`config.mk`:
```
export PLATFORM = sky130hd
export DESIGN_NAME = psbc_top
export DESIGN_NICKNAME = d
export VERILOG_FILES = /design/src/pkg/psbc_pkg.sv /design/src/pkg/psbc_wr_if.sv /design/src/hdl/psbc_fifo.sv /design/src/hdl/psbc_array.sv /design/src/hdl/psbc_top.sv
export SDC_FILE = /design/constraint.sdc
export NUM_CORES = 2
export LEC_CHECK = 0
export BUFFER_PORTS_ARGS = -buffer_cell sky130_fd_sc_hd__buf_4
export CAP_MARGIN = 25
export CORE_MARGIN = 8
export CORE_UTILIZATION = 35
export CTS_BUF_LIST = sky130_fd_sc_hd__clkbuf_8
export DETAILED_ROUTE_END_ITERATION = 8
export MAX_ROUTING_LAYER = met4
export PLACE_DENSITY = 0.6
export SETUP_SLACK_MARGIN = 0.2
export SLEW_MARGIN = 10
export SYNTH_ARGS = -nofsm -noshare
export SYNTH_HDL_FRONTEND = slang
export SYNTH_HIERARCHICAL = 1
export SYNTH_SLANG_ARGS = --single-unit
export TNS_END_PERCENT = 1
```
`constraint.sdc`:
```
create_clock -name SYS_CLK_I -period 4.05 [get_ports SYS_CLK_I]
set_input_delay 0.81 -clock SYS_CLK_I [delete_from_list [all_inputs] [get_ports SYS_CLK_I]]
set_output_delay 0.81 -clock SYS_CLK_I [all_outputs]
set_load 0.005 [all_outputs]
```
`src/pkg/psbc_pkg.sv`:
```
package psbc_pkg;
    // Geometry defaults
    localparam int ADDR_W = 20;
    localparam int LANES = 4;
    localparam int LANE_W = 9;
    localparam int DATA_W = LANES * LANE_W;
    localparam int MEM_WORDS = 64;
    localparam int FIFO_DEPTH = 4;
    // Burst counter covers the two low address bits
    localparam int BURST_BITS = 2;
    // Values after reset
    localparam logic RST_SELECTED = 1'b0;
    localparam logic RST_STRAP = 1'b1;

    typedef enum logic [1:0] {
        PSBC_DESEL,
        PSBC_READ,
        PSBC_WRITE
    } psbc_op_t;

    // Next address within a four-location wrap group
    function automatic logic [1:0] psbc_burst_step(input logic [1:0] base,
            input logic [1:0] cnt, input logic interleaved);
        logic [1:0] nxt;
        nxt = cnt + 2'h1;
        if (interleaved) begin
            psbc_burst_step = base ^ nxt;
        end else begin
            psbc_burst_step = base + nxt;
        end
    endfunction
endpackage

```
`src/pkg/psbc_wr_if.sv`:
```
`timescale 1ns/1ps
// Write requests from the bus pipeline to the array
interface psbc_wr_if #(
    parameter int AW = 20,
    parameter int DW = 36,
    parameter int NL = 4
);
    logic valid;
    logic ready;
    logic [AW-1:0] addr;
    logic [DW-1:0] data;
    logic [NL-1:0] lane_en;

    modport src (output valid, output addr, output data, output lane_en,
        input ready);
    modport snk (input valid, input addr, input data, input lane_en,
        output ready);
endinterface // psbc_wr_if

```
`src/hdl/psbc_fifo.sv`:
```
`timescale 1ns/1ps
module psbc_fifo #(
    parameter int WIDTH = 64,
    parameter int DEPTH = 4
) (
    input wire logic clk_i,
    input wire logic rst_n_i,
    input wire logic in_valid_i,
    output logic in_ready_o,
    input wire logic [WIDTH-1:0] in_data_i,
    output logic out_valid_o,
    input wire logic out_ready_i,
    output logic [WIDTH-1:0] out_data_o
);
    localparam int PW = $clog2(DEPTH);

    logic [WIDTH-1:0] mem_q [DEPTH];
    logic [PW-1:0] wr_q;
    logic [PW-1:0] rd_q;
    logic [PW:0] cnt_q;
    logic push;
    logic pop;

    // Honest full and empty from the occupancy count
    assign in_ready_o = (cnt_q != (PW+1)'(DEPTH));
    assign out_valid_o = (cnt_q != '0);
    assign push = in_valid_i && in_ready_o;
    assign pop = out_valid_o && out_ready_i;
    assign out_data_o = mem_q[rd_q];

    // Storage
    always_ff @(posedge clk_i) begin
        if (push) begin
            mem_q[wr_q] <= in_data_i;
        end
    end

    // Pointers and count
    always_ff @(posedge clk_i) begin
        if (!rst_n_i) begin
            wr_q <= '0;
            rd_q <= '0;
            cnt_q <= '0;
        end else begin
            if (push) begin
                wr_q <= (wr_q == PW'(DEPTH-1)) ? '0 : wr_q + 1'b1;
            end
            if (pop) begin
                rd_q <= (rd_q == PW'(DEPTH-1)) ? '0 : rd_q + 1'b1;
            end
            cnt_q <= cnt_q + (PW+1)'(push) - (PW+1)'(pop);
        end
    end
endmodule // psbc_fifo

```
`src/hdl/psbc_array.sv`:
```
`timescale 1ns/1ps
module psbc_array
    import psbc_pkg::*;
#(
    parameter int AW = ADDR_W,
    parameter int NL = LANES,
    parameter int LW = LANE_W,
    parameter int WORDS = MEM_WORDS
) (
    input wire logic clk_i,
    input wire logic rst_n_i,
    psbc_wr_if.snk wr,
    input wire logic [AW-1:0] rd_addr_i,
    output logic [NL*LW-1:0] rd_data_o
);
    localparam int IW = $clog2(WORDS);

    logic [NL*LW-1:0] mem_q [WORDS];
    logic drain_en_q;
    logic [IW-1:0] wr_idx;

    // Drains every other cycle so a burst of writes backs up the FIFO
    always_ff @(posedge clk_i) begin
        if (!rst_n_i) begin
            drain_en_q <= 1'b0;
        end else begin
            drain_en_q <= ~drain_en_q;
        end
    end

    assign wr.ready = drain_en_q;
    assign wr_idx = wr.addr[IW-1:0];

    // Only lanes with their select active change
    always_ff @(posedge clk_i) begin
        if (wr.valid && wr.ready) begin
            for (int l = 0; l < NL; l++) begin
                if (wr.lane_en[l]) begin
                    mem_q[wr_idx][l*LW +: LW] <= wr.data[l*LW +: LW];
                end
            end
        end
    end

    // Upper address bits above the model depth alias
    assign rd_data_o = mem_q[rd_addr_i[IW-1:0]];
endmodule // psbc_array

```
`src/hdl/psbc_top.sv`:
```
`timescale 1ns/1ps
// Function
// - Advance high on an enabled edge steps the burst counter unless deselected.
// - Advance low loads a new address and starts a fresh access.
// - Inputs other than the burst-order strap and reset are captured only on edges with the clock qualifier low.
// - Qualifier high holds the bus pipeline state, stretching the previous cycle; the write drain and strap sampling keep running.
// - Selected only with select one low, two high, three low.
// - Output-drive input low lets data pins drive; high tristates them.
// - Pins tristate on write data, first cycle after deselect, deselected.
// - Pin data is captured into the input register on the rising edge.
// - Read data appears the cycle after its address edge.
// - Each byte lane select enables its own byte and parity bit.
// - Burst-order strap: high interleaved, low linear; resampled on every edge after two deselected address edges in a row.
module psbc_top
    import psbc_pkg::*;
#(
    parameter int AW = ADDR_W,
    parameter int NL = LANES,
    parameter int LW = LANE_W,
    parameter int WORDS = MEM_WORDS,
    parameter int DEPTH = FIFO_DEPTH
) (
    input wire logic SYS_CLK_I,
    input wire logic RESET_N_I,
    input wire logic CLOCK_QUALIFIER_N_I,
    input wire logic ADVANCE_OR_LOAD_I,
    input wire logic SELECT_LOW_ONE_I,
    input wire logic SELECT_HIGH_TWO_I,
    input wire logic SELECT_LOW_THREE_I,
    input wire logic WRITE_N_I,
    input wire logic [NL-1:0] BYTE_LANE_WRITE_N_I,
    input wire logic [AW-1:0] ADDR_I,
    input wire logic BURST_ORDER_I,
    input wire logic OUTPUT_DRIVE_N_I,
    input wire logic [NL*LW-1:0] DATA_I,
    output logic [NL*LW-1:0] DATA_O,
    output logic DATA_OE_O,
    output logic WRITE_STALL_O
);
    localparam int DW = NL * LW;

    psbc_wr_if #(.AW(AW), .DW(DW), .NL(NL)) wr_bus ();

    logic en;
    logic selected;
    logic interleaved_q;
    psbc_op_t op_q;
    psbc_op_t data_op_q;
    logic [AW-1:0] base_q;
    logic [1:0] cnt_q;
    logic [AW-1:0] cur_addr;
    logic [AW-1:0] data_addr_q;
    logic [NL-1:0] data_lanes_q;
    logic was_desel_q;
    logic first_after_desel_q;
    logic [DW-1:0] din_q;
    logic din_valid_q;
    logic [DW-1:0] dout_q;
    logic [DW-1:0] rd_word;
    logic fifo_in_ready;
    logic [AW+NL+DW-1:0] fifo_in;
    logic [AW+NL+DW-1:0] fifo_out;

    // Clock qualifier gates the bus pipeline registers; high holds them, while the strap and write drain still update
    assign en = ~CLOCK_QUALIFIER_N_I;

    // Three selects combined at the sampling edge
    assign selected = ~SELECT_LOW_ONE_I & SELECT_HIGH_TWO_I
        & ~SELECT_LOW_THREE_I;

    // Current address: base with only the low two bits stepped
    assign cur_addr = {base_q[AW-1:BURST_BITS],
        psbc_burst_step(base_q[1:0], cnt_q, interleaved_q)};

    // Strap is resampled on every edge after two deselected address edges in a row
    always_ff @(posedge SYS_CLK_I) begin
        if (!RESET_N_I) begin
            interleaved_q <= RST_STRAP;
        end else if (op_q == PSBC_DESEL && was_desel_q) begin
            interleaved_q <= BURST_ORDER_I;
        end
    end

    // Address phase: load, advance or deselect
    always_ff @(posedge SYS_CLK_I) begin
        if (!RESET_N_I) begin
            op_q <= PSBC_DESEL;
            base_q <= '0;
            cnt_q <= 2'h3;
        end else if (en) begin
            if (!ADVANCE_OR_LOAD_I) begin
                if (selected) begin
                    base_q <= ADDR_I;
                    cnt_q <= 2'h3; // Step yields base itself
                    op_q <= WRITE_N_I ? PSBC_READ : PSBC_WRITE;
                end else begin
                    op_q <= PSBC_DESEL;
                end
            end else if (op_q != PSBC_DESEL) begin
                // Advance after a deselect is ignored; controller reloads
                cnt_q <= cnt_q + 2'h1;
            end
        end
    end

    // Data phase follows the address phase by one enabled edge
    always_ff @(posedge SYS_CLK_I) begin
        if (!RESET_N_I) begin
            data_op_q <= PSBC_DESEL;
            data_addr_q <= '0;
            data_lanes_q <= '0;
        end else if (en) begin
            data_op_q <= op_q;
            data_addr_q <= cur_addr;
            data_lanes_q <= ~BYTE_LANE_WRITE_N_I;
        end
    end

    // Tracks the first cycle emerging from deselect
    always_ff @(posedge SYS_CLK_I) begin
        if (!RESET_N_I) begin
            was_desel_q <= 1'b1;
            first_after_desel_q <= 1'b0;
        end else if (en) begin
            was_desel_q <= (op_q == PSBC_DESEL);
            first_after_desel_q <= was_desel_q && (op_q != PSBC_DESEL);
        end
    end

    // Input data register on the pins
    always_ff @(posedge SYS_CLK_I) begin
        if (!RESET_N_I) begin
            din_q <= '0;
            din_valid_q <= 1'b0;
        end else begin
            din_valid_q <= 1'b0;
            if (en && !DATA_OE_O) begin
                din_q <= DATA_I;
                din_valid_q <= (op_q == PSBC_WRITE);
            end
        end
    end

    // Written words queue ahead of the array; full stalls the controller
    assign fifo_in = {data_addr_q, data_lanes_q, din_q};
    assign wr_bus.addr = fifo_out[AW+NL+DW-1 -: AW];
    assign wr_bus.lane_en = fifo_out[NL+DW-1 -: NL];
    assign wr_bus.data = fifo_out[DW-1:0];
    assign WRITE_STALL_O = ~fifo_in_ready;

    psbc_fifo #(.WIDTH(AW+NL+DW), .DEPTH(DEPTH)) u_fifo (
        .clk_i(SYS_CLK_I),
        .rst_n_i(RESET_N_I),
        .in_valid_i(din_valid_q),
        .in_ready_o(fifo_in_ready),
        .in_data_i(fifo_in),
        .out_valid_o(wr_bus.valid),
        .out_ready_i(wr_bus.ready),
        .out_data_o(fifo_out)
    );

    psbc_array #(.AW(AW), .NL(NL), .LW(LW), .WORDS(WORDS)) u_array (
        .clk_i(SYS_CLK_I),
        .rst_n_i(RESET_N_I),
        .wr(wr_bus.snk),
        .rd_addr_i(cur_addr),
        .rd_data_o(rd_word)
    );

    // Output register: read data of the previous address edge
    always_ff @(posedge SYS_CLK_I) begin
        if (!RESET_N_I) begin
            dout_q <= '0;
        end else if (en && op_q == PSBC_READ) begin
            dout_q <= rd_word;
        end
    end

    assign DATA_O = dout_q;

    // Drive only in a read data phase with the output-drive input low;
    // a write loaded behind a read wins the pins to avoid contention
    assign DATA_OE_O = ~OUTPUT_DRIVE_N_I
        & (data_op_q == PSBC_READ) & ~first_after_desel_q
        & (op_q != PSBC_WRITE);
endmodule // psbc_top

```
Word-level counts from Yosys, hierarchy flattened
Memories as Yosys holds them, arrays and structs flattened. A register that Yosys moved wholly into a read port is not among the register bits.
Cells that the tools add are included.
- register bits: 98
- word-level logic and storage cells: 86
- memories kept: 2
- memory bits (writable): 2544
- input bits: 70
- memories (name ; depth ; width ; read ports ; clocked after Yosys merged registers in ; wr ports ; RTL line ; RTL):
    u_array.mem_q ; 64 ; 36 ; 1 ; 1 ; 1 ; psbc_array.sv:18 ; logic [NL*LW-1:0] mem_q [WORDS];
    u_fifo.mem_q ; 4 ; 60 ; 1 ; 1 ; 1 ; psbc_fifo.sv:17 ; logic [WIDTH-1:0] mem_q [DEPTH];
- add/sub/neg operators: 6
- bitwise operators: 15
- multiplexer cells: 24
- equal/unequal tests: 8
- reductions and logical operators: 16
- operator list (kind ; number):
    2-bit two-way mux ; 10
    1-bit two-way mux ; 14
    1-bit inverter ; 8
    2-bit by 1-bit adder with 2-bit output (second input constant) ; 3
    2-bit equality test (second input constant) ; 3
    1-bit logical AND ; 6
    3-bit AND reduction ; 2
    1-bit AND ; 5
    2-bit by 1-bit equality test with 1-bit output (second input constant) ; 2
    4-bit inverter ; 1
    2-bit AND reduction ; 2
    2-bit nonzero test ; 2
    3-bit by 1-bit adder with 3-bit output ; 1
    3-bit != test (second input constant) ; 1
    3-bit nonzero test ; 1
    3-bit by 1-bit subtractor with 3-bit output ; 1
    2-bit adder ; 1
    1-bit logical NOT ; 2
    2-bit logical NOT ; 1
    2-bit by 1-bit != test with 1-bit output (second input constant) ; 1
    2-bit != test (second input constant) ; 1
    2-bit bitwise XOR ; 1

Depth between registers and ports, before layout
- word-level depth: 7
- gate-level depth with buffers: 15

Cells and area by module
The synthesis kept the hierarchy.
- modules (own cells, without submodules) (module ; times used ; sequential area each (µm²) ; cells each ; area each (µm²)):
    psbc_array ; 1 ; 69206.4 ; 4030 ; 88466.1
    psbc_fifo ; 1 ; 7387.1 ; 366 ; 9123.8
    psbc_top ; 1 ; 2522.4 ; 544 ; 4870.9

Least setup slack after synthesis
No wires, ideal clock.
- path type: flip-flop to flip-flop
- from: register with a tool-made name
- to: memory u_array/mem_q[10][0] in the netlist's numbering, enable pin
- setup time: 0.374 ns
- slack: 1.097 ns
- period minus slack after synthesis: 2.953 ns
- data arrival time: 2.579 ns
- cell stages (with the launch flop): 8
- path buffers: 3
- path through: dfxtp_1 clkbuf_1 buf_4 mux4_2 clkbuf_1 nor3b_1 nand2_1 nor2_1
- RTL lines (item ; RTL line):
    end: declaration ; psbc_array.sv:18

==> results.toml <==
[clocking]
clk_path_buf_depth = 4
cts_htree_levels = 5
clockRootBuffer = "clkbuf_8"
cts.sinks = 2596
cts.clk_slew.worst_paths_ps = 60
cts_tree = "built"
cts_buffers = 425
clock_latency_ps = 1120
postCtsSetupBuffers = 0

[power]
p_int_uw = 41700
power_frac_seq_pct = 56.1
p_per_area_nw_per_um2 = 466.8
clock_power_share_pct = 38.4
swShare_pct = 22.93
power_uw = 54110
vdd_ir_drop_max_uv = 337.6
p_leak_uw = 0.03623
p_switching_uw = 12410
pwr-share-comb_pct = 5.5

[global_routing]
grt_max_degree = 68
grt.overflow.total = 0
antenna_found_initial = 17
groute.layer.met2.usage_pct = 27.80
grt_use_total_pct = 18.30
grtUsageMet3_pct = 4.184
grt_pass1_vias = 52127
grt_pass1_wl_um = 387200
globalRouteMet1Util_pct = 24.34
busiest_layer = "met2"

[timing]
final.period_utilization_pct = 94.90
fin_setup_tns_ps = 0
setup_viol = 0
finalMaxSlewViolations = 0
rsz0062_at_grt = "yes"
min_period_ps = 3844
tightest_slew_ps = 1083
hold_viol_final = 0
setup_ws_ps = 206.4
timing.fmax_ghz = 0.2602
slew_headroom_pct = 27.64
finClkSkew_ps = 113.7

[flow_run]
maxCapViolCount = 0

[floorplan]
num_rows = 195
dieWidth_um = 549.2
fp.dieH_um = 549.2
die-area_um2 = 301700
num_io_pins = 108
start_util_pct = 35.22
core_um2 = 282500

[critical_path]
cp_max_fo = 16
setup.worst_path.start_class = "flop"
cp.arrival_ps = 4790
setup.worst_path.class = "flop to flop"
cp.required_ps = 5000
cp-end-kind = "flop"

[routing]
via_per_inst = 5.434
wl_per_cell_um = 28.52
drt-total-wl_um = 274600
dr.pass1.iters = 8
drt_iter0_drc = 6311
ant_nets = 0
dr_total_vias = 52333
drc = 0

[placed_design]
gp_congestion = 0.8948
dp_hpwl_um = 178900
dp_slack_ps = 167.9
portBuffers = 93
place_area_um2 = 107700

[synth]
syn_area_um2 = 99520
syn_avg_cell_area_um2 = 20.87
ys_warn_count = 6
synth_nets = 4848
syn_inst = 4769

[run_status]
outcome = "finished, final reports clean"

[finish]
stdcell_area_um2 = 115900
multiInputGateArea_um2 = 21190
syn_to_final_growth_pct = 16.46
final_core_util_pct = 41.02
drive_above_1_share_pct = 31.95
nNetsFinal = 5630
fill_cells = 24896
register_area_um2 = 76890

[min_path]
hold_class = "input port to flop"
sequential cells by signal, indices dropped and copies added, names as in the netlist, 2 cells and up, named ones only:
| register | flops |
|---|---|
| u_array/mem_q | 2304 |
| u_fifo/mem_q | 184 |
| DATA_O | 36 |
| din_q | 36 |
| base_q | 6 |
| data_addr_q | 6 |
| data_lanes_q | 4 |
| u_fifo/cnt_q | 3 |
| cnt_q | 2 |
| data_op_q | 2 |
| op_q | 2 |
| u_fifo/rd_q | 2 |
| u_fifo/wr_q | 2 |
per-stage QoR:
| stage | cells | hold WS, ps |
|---|---|---|
| 6_report | 9630 | 93.72 |
| 5_1_grt | 9622 | 40.98 |
| 4_1_cts | 9604 | 1.787 |
| 3_5_place_dp | 8816 | 452.1 |
| 3_3_place_gp | 8813 | 452.7 |
| 2_1_floorplan | 4769 | 439.5 |
cell type report:
cell class              instances  share of cell area (%)
diodes                         24                 0.05182
clock buffers                 449                   5.332
clock inverters               290                   1.205
inverters                      10                 0.03239
multi-input cells            1865                   18.28
flip-flops and latches       2596                   66.34
well taps                    3743                   4.041
repair buffers                653                   4.717
power groups by stage:
stage	sequential, uW	clock [uW]	combinational (uW)
5_1_grt	30300	22300	3140
3_5_place_dp	30900	0	2950
6_report	30300	20800	2990
2_1_floorplan	30800	0	1540
4_1_cts	30300	21200	2990
3_3_place_gp	30900	0	2820
placed cells by master, fill, tap and decap left out, types with 35 or more instances in the layout:
| cell type | instances |
|---|---|
| mux4_2 | 598 |
| dfxtp_1 | 102 |
| clkinv_2 | 45 |
| nand3_2 | 38 |
| clkinv_1 | 79 |
| buf_12 | 35 |
| nor2_1 | 313 |
| mux2i_1 | 69 |
| edfxtp_1 | 2488 |
| buf_4 | 567 |
| o22ai_1 | 136 |
| dlygate4sd3_1 | 49 |
| nand2_1 | 211 |
| o221ai_1 | 47 |
| clkbuf_8 | 449 |
| mux2_2 | 40 |
| inv_1 | 158 |
| o21ai_2 | 36 |
| a21oi_1 | 81 |
final timing paths:
path                                           endpoint  cells after the start                     from  slack, ps
worst max-delay path            DATA_O[35]$_SDFFE_PN0P_                     15    cnt_q[0]$_SDFFE_PN1P_        210
worst min-delay path              cnt_q[0]$_SDFFE_PN1P_                      2                RESET_N_I         90
worst max register to register  DATA_O[35]$_SDFFE_PN0P_                     15    cnt_q[0]$_SDFFE_PN1P_        210
worst min register to register  DATA_O[29]$_SDFFE_PN0P_                      2  DATA_O[29]$_SDFFE_PN0P_        460
what timing repair did:
action,CTS,global route
pin swaps,0,0
endpoints found under the setup margin,2,2
gates resized for setup,1,1
endpoints found under the hold margin,51,0
hold buffers,49,0
routing by layer:
metal | wire length [um] | vias up | share of wire [%]
met5 | 0 | - | 0
met4 | 9464 | 0 | 3.4
met3 | 26110 | 508 | 9.5
met2 | 127900 | 2633 | 47
met1 | 111100 | 27807 | 40
li1 | - | 21385 | -
critical path, stage by stage, from the launching register on:
cell and delay [ps]:
dfxtp_1 430, inv_1 100, ha_4 160, nor2b_1 130, xnor2_1 220, xnor2_2 180
buf_12 250, buf_4 350, or2b_4 380, o22ai_1 240, a2111oi_1 120, a211oi_1 660
nor4_1 150, buf_4 190, nand2_1 60, a21oi_1 70
Note: power is estimated with default switching activity, not from simulation.
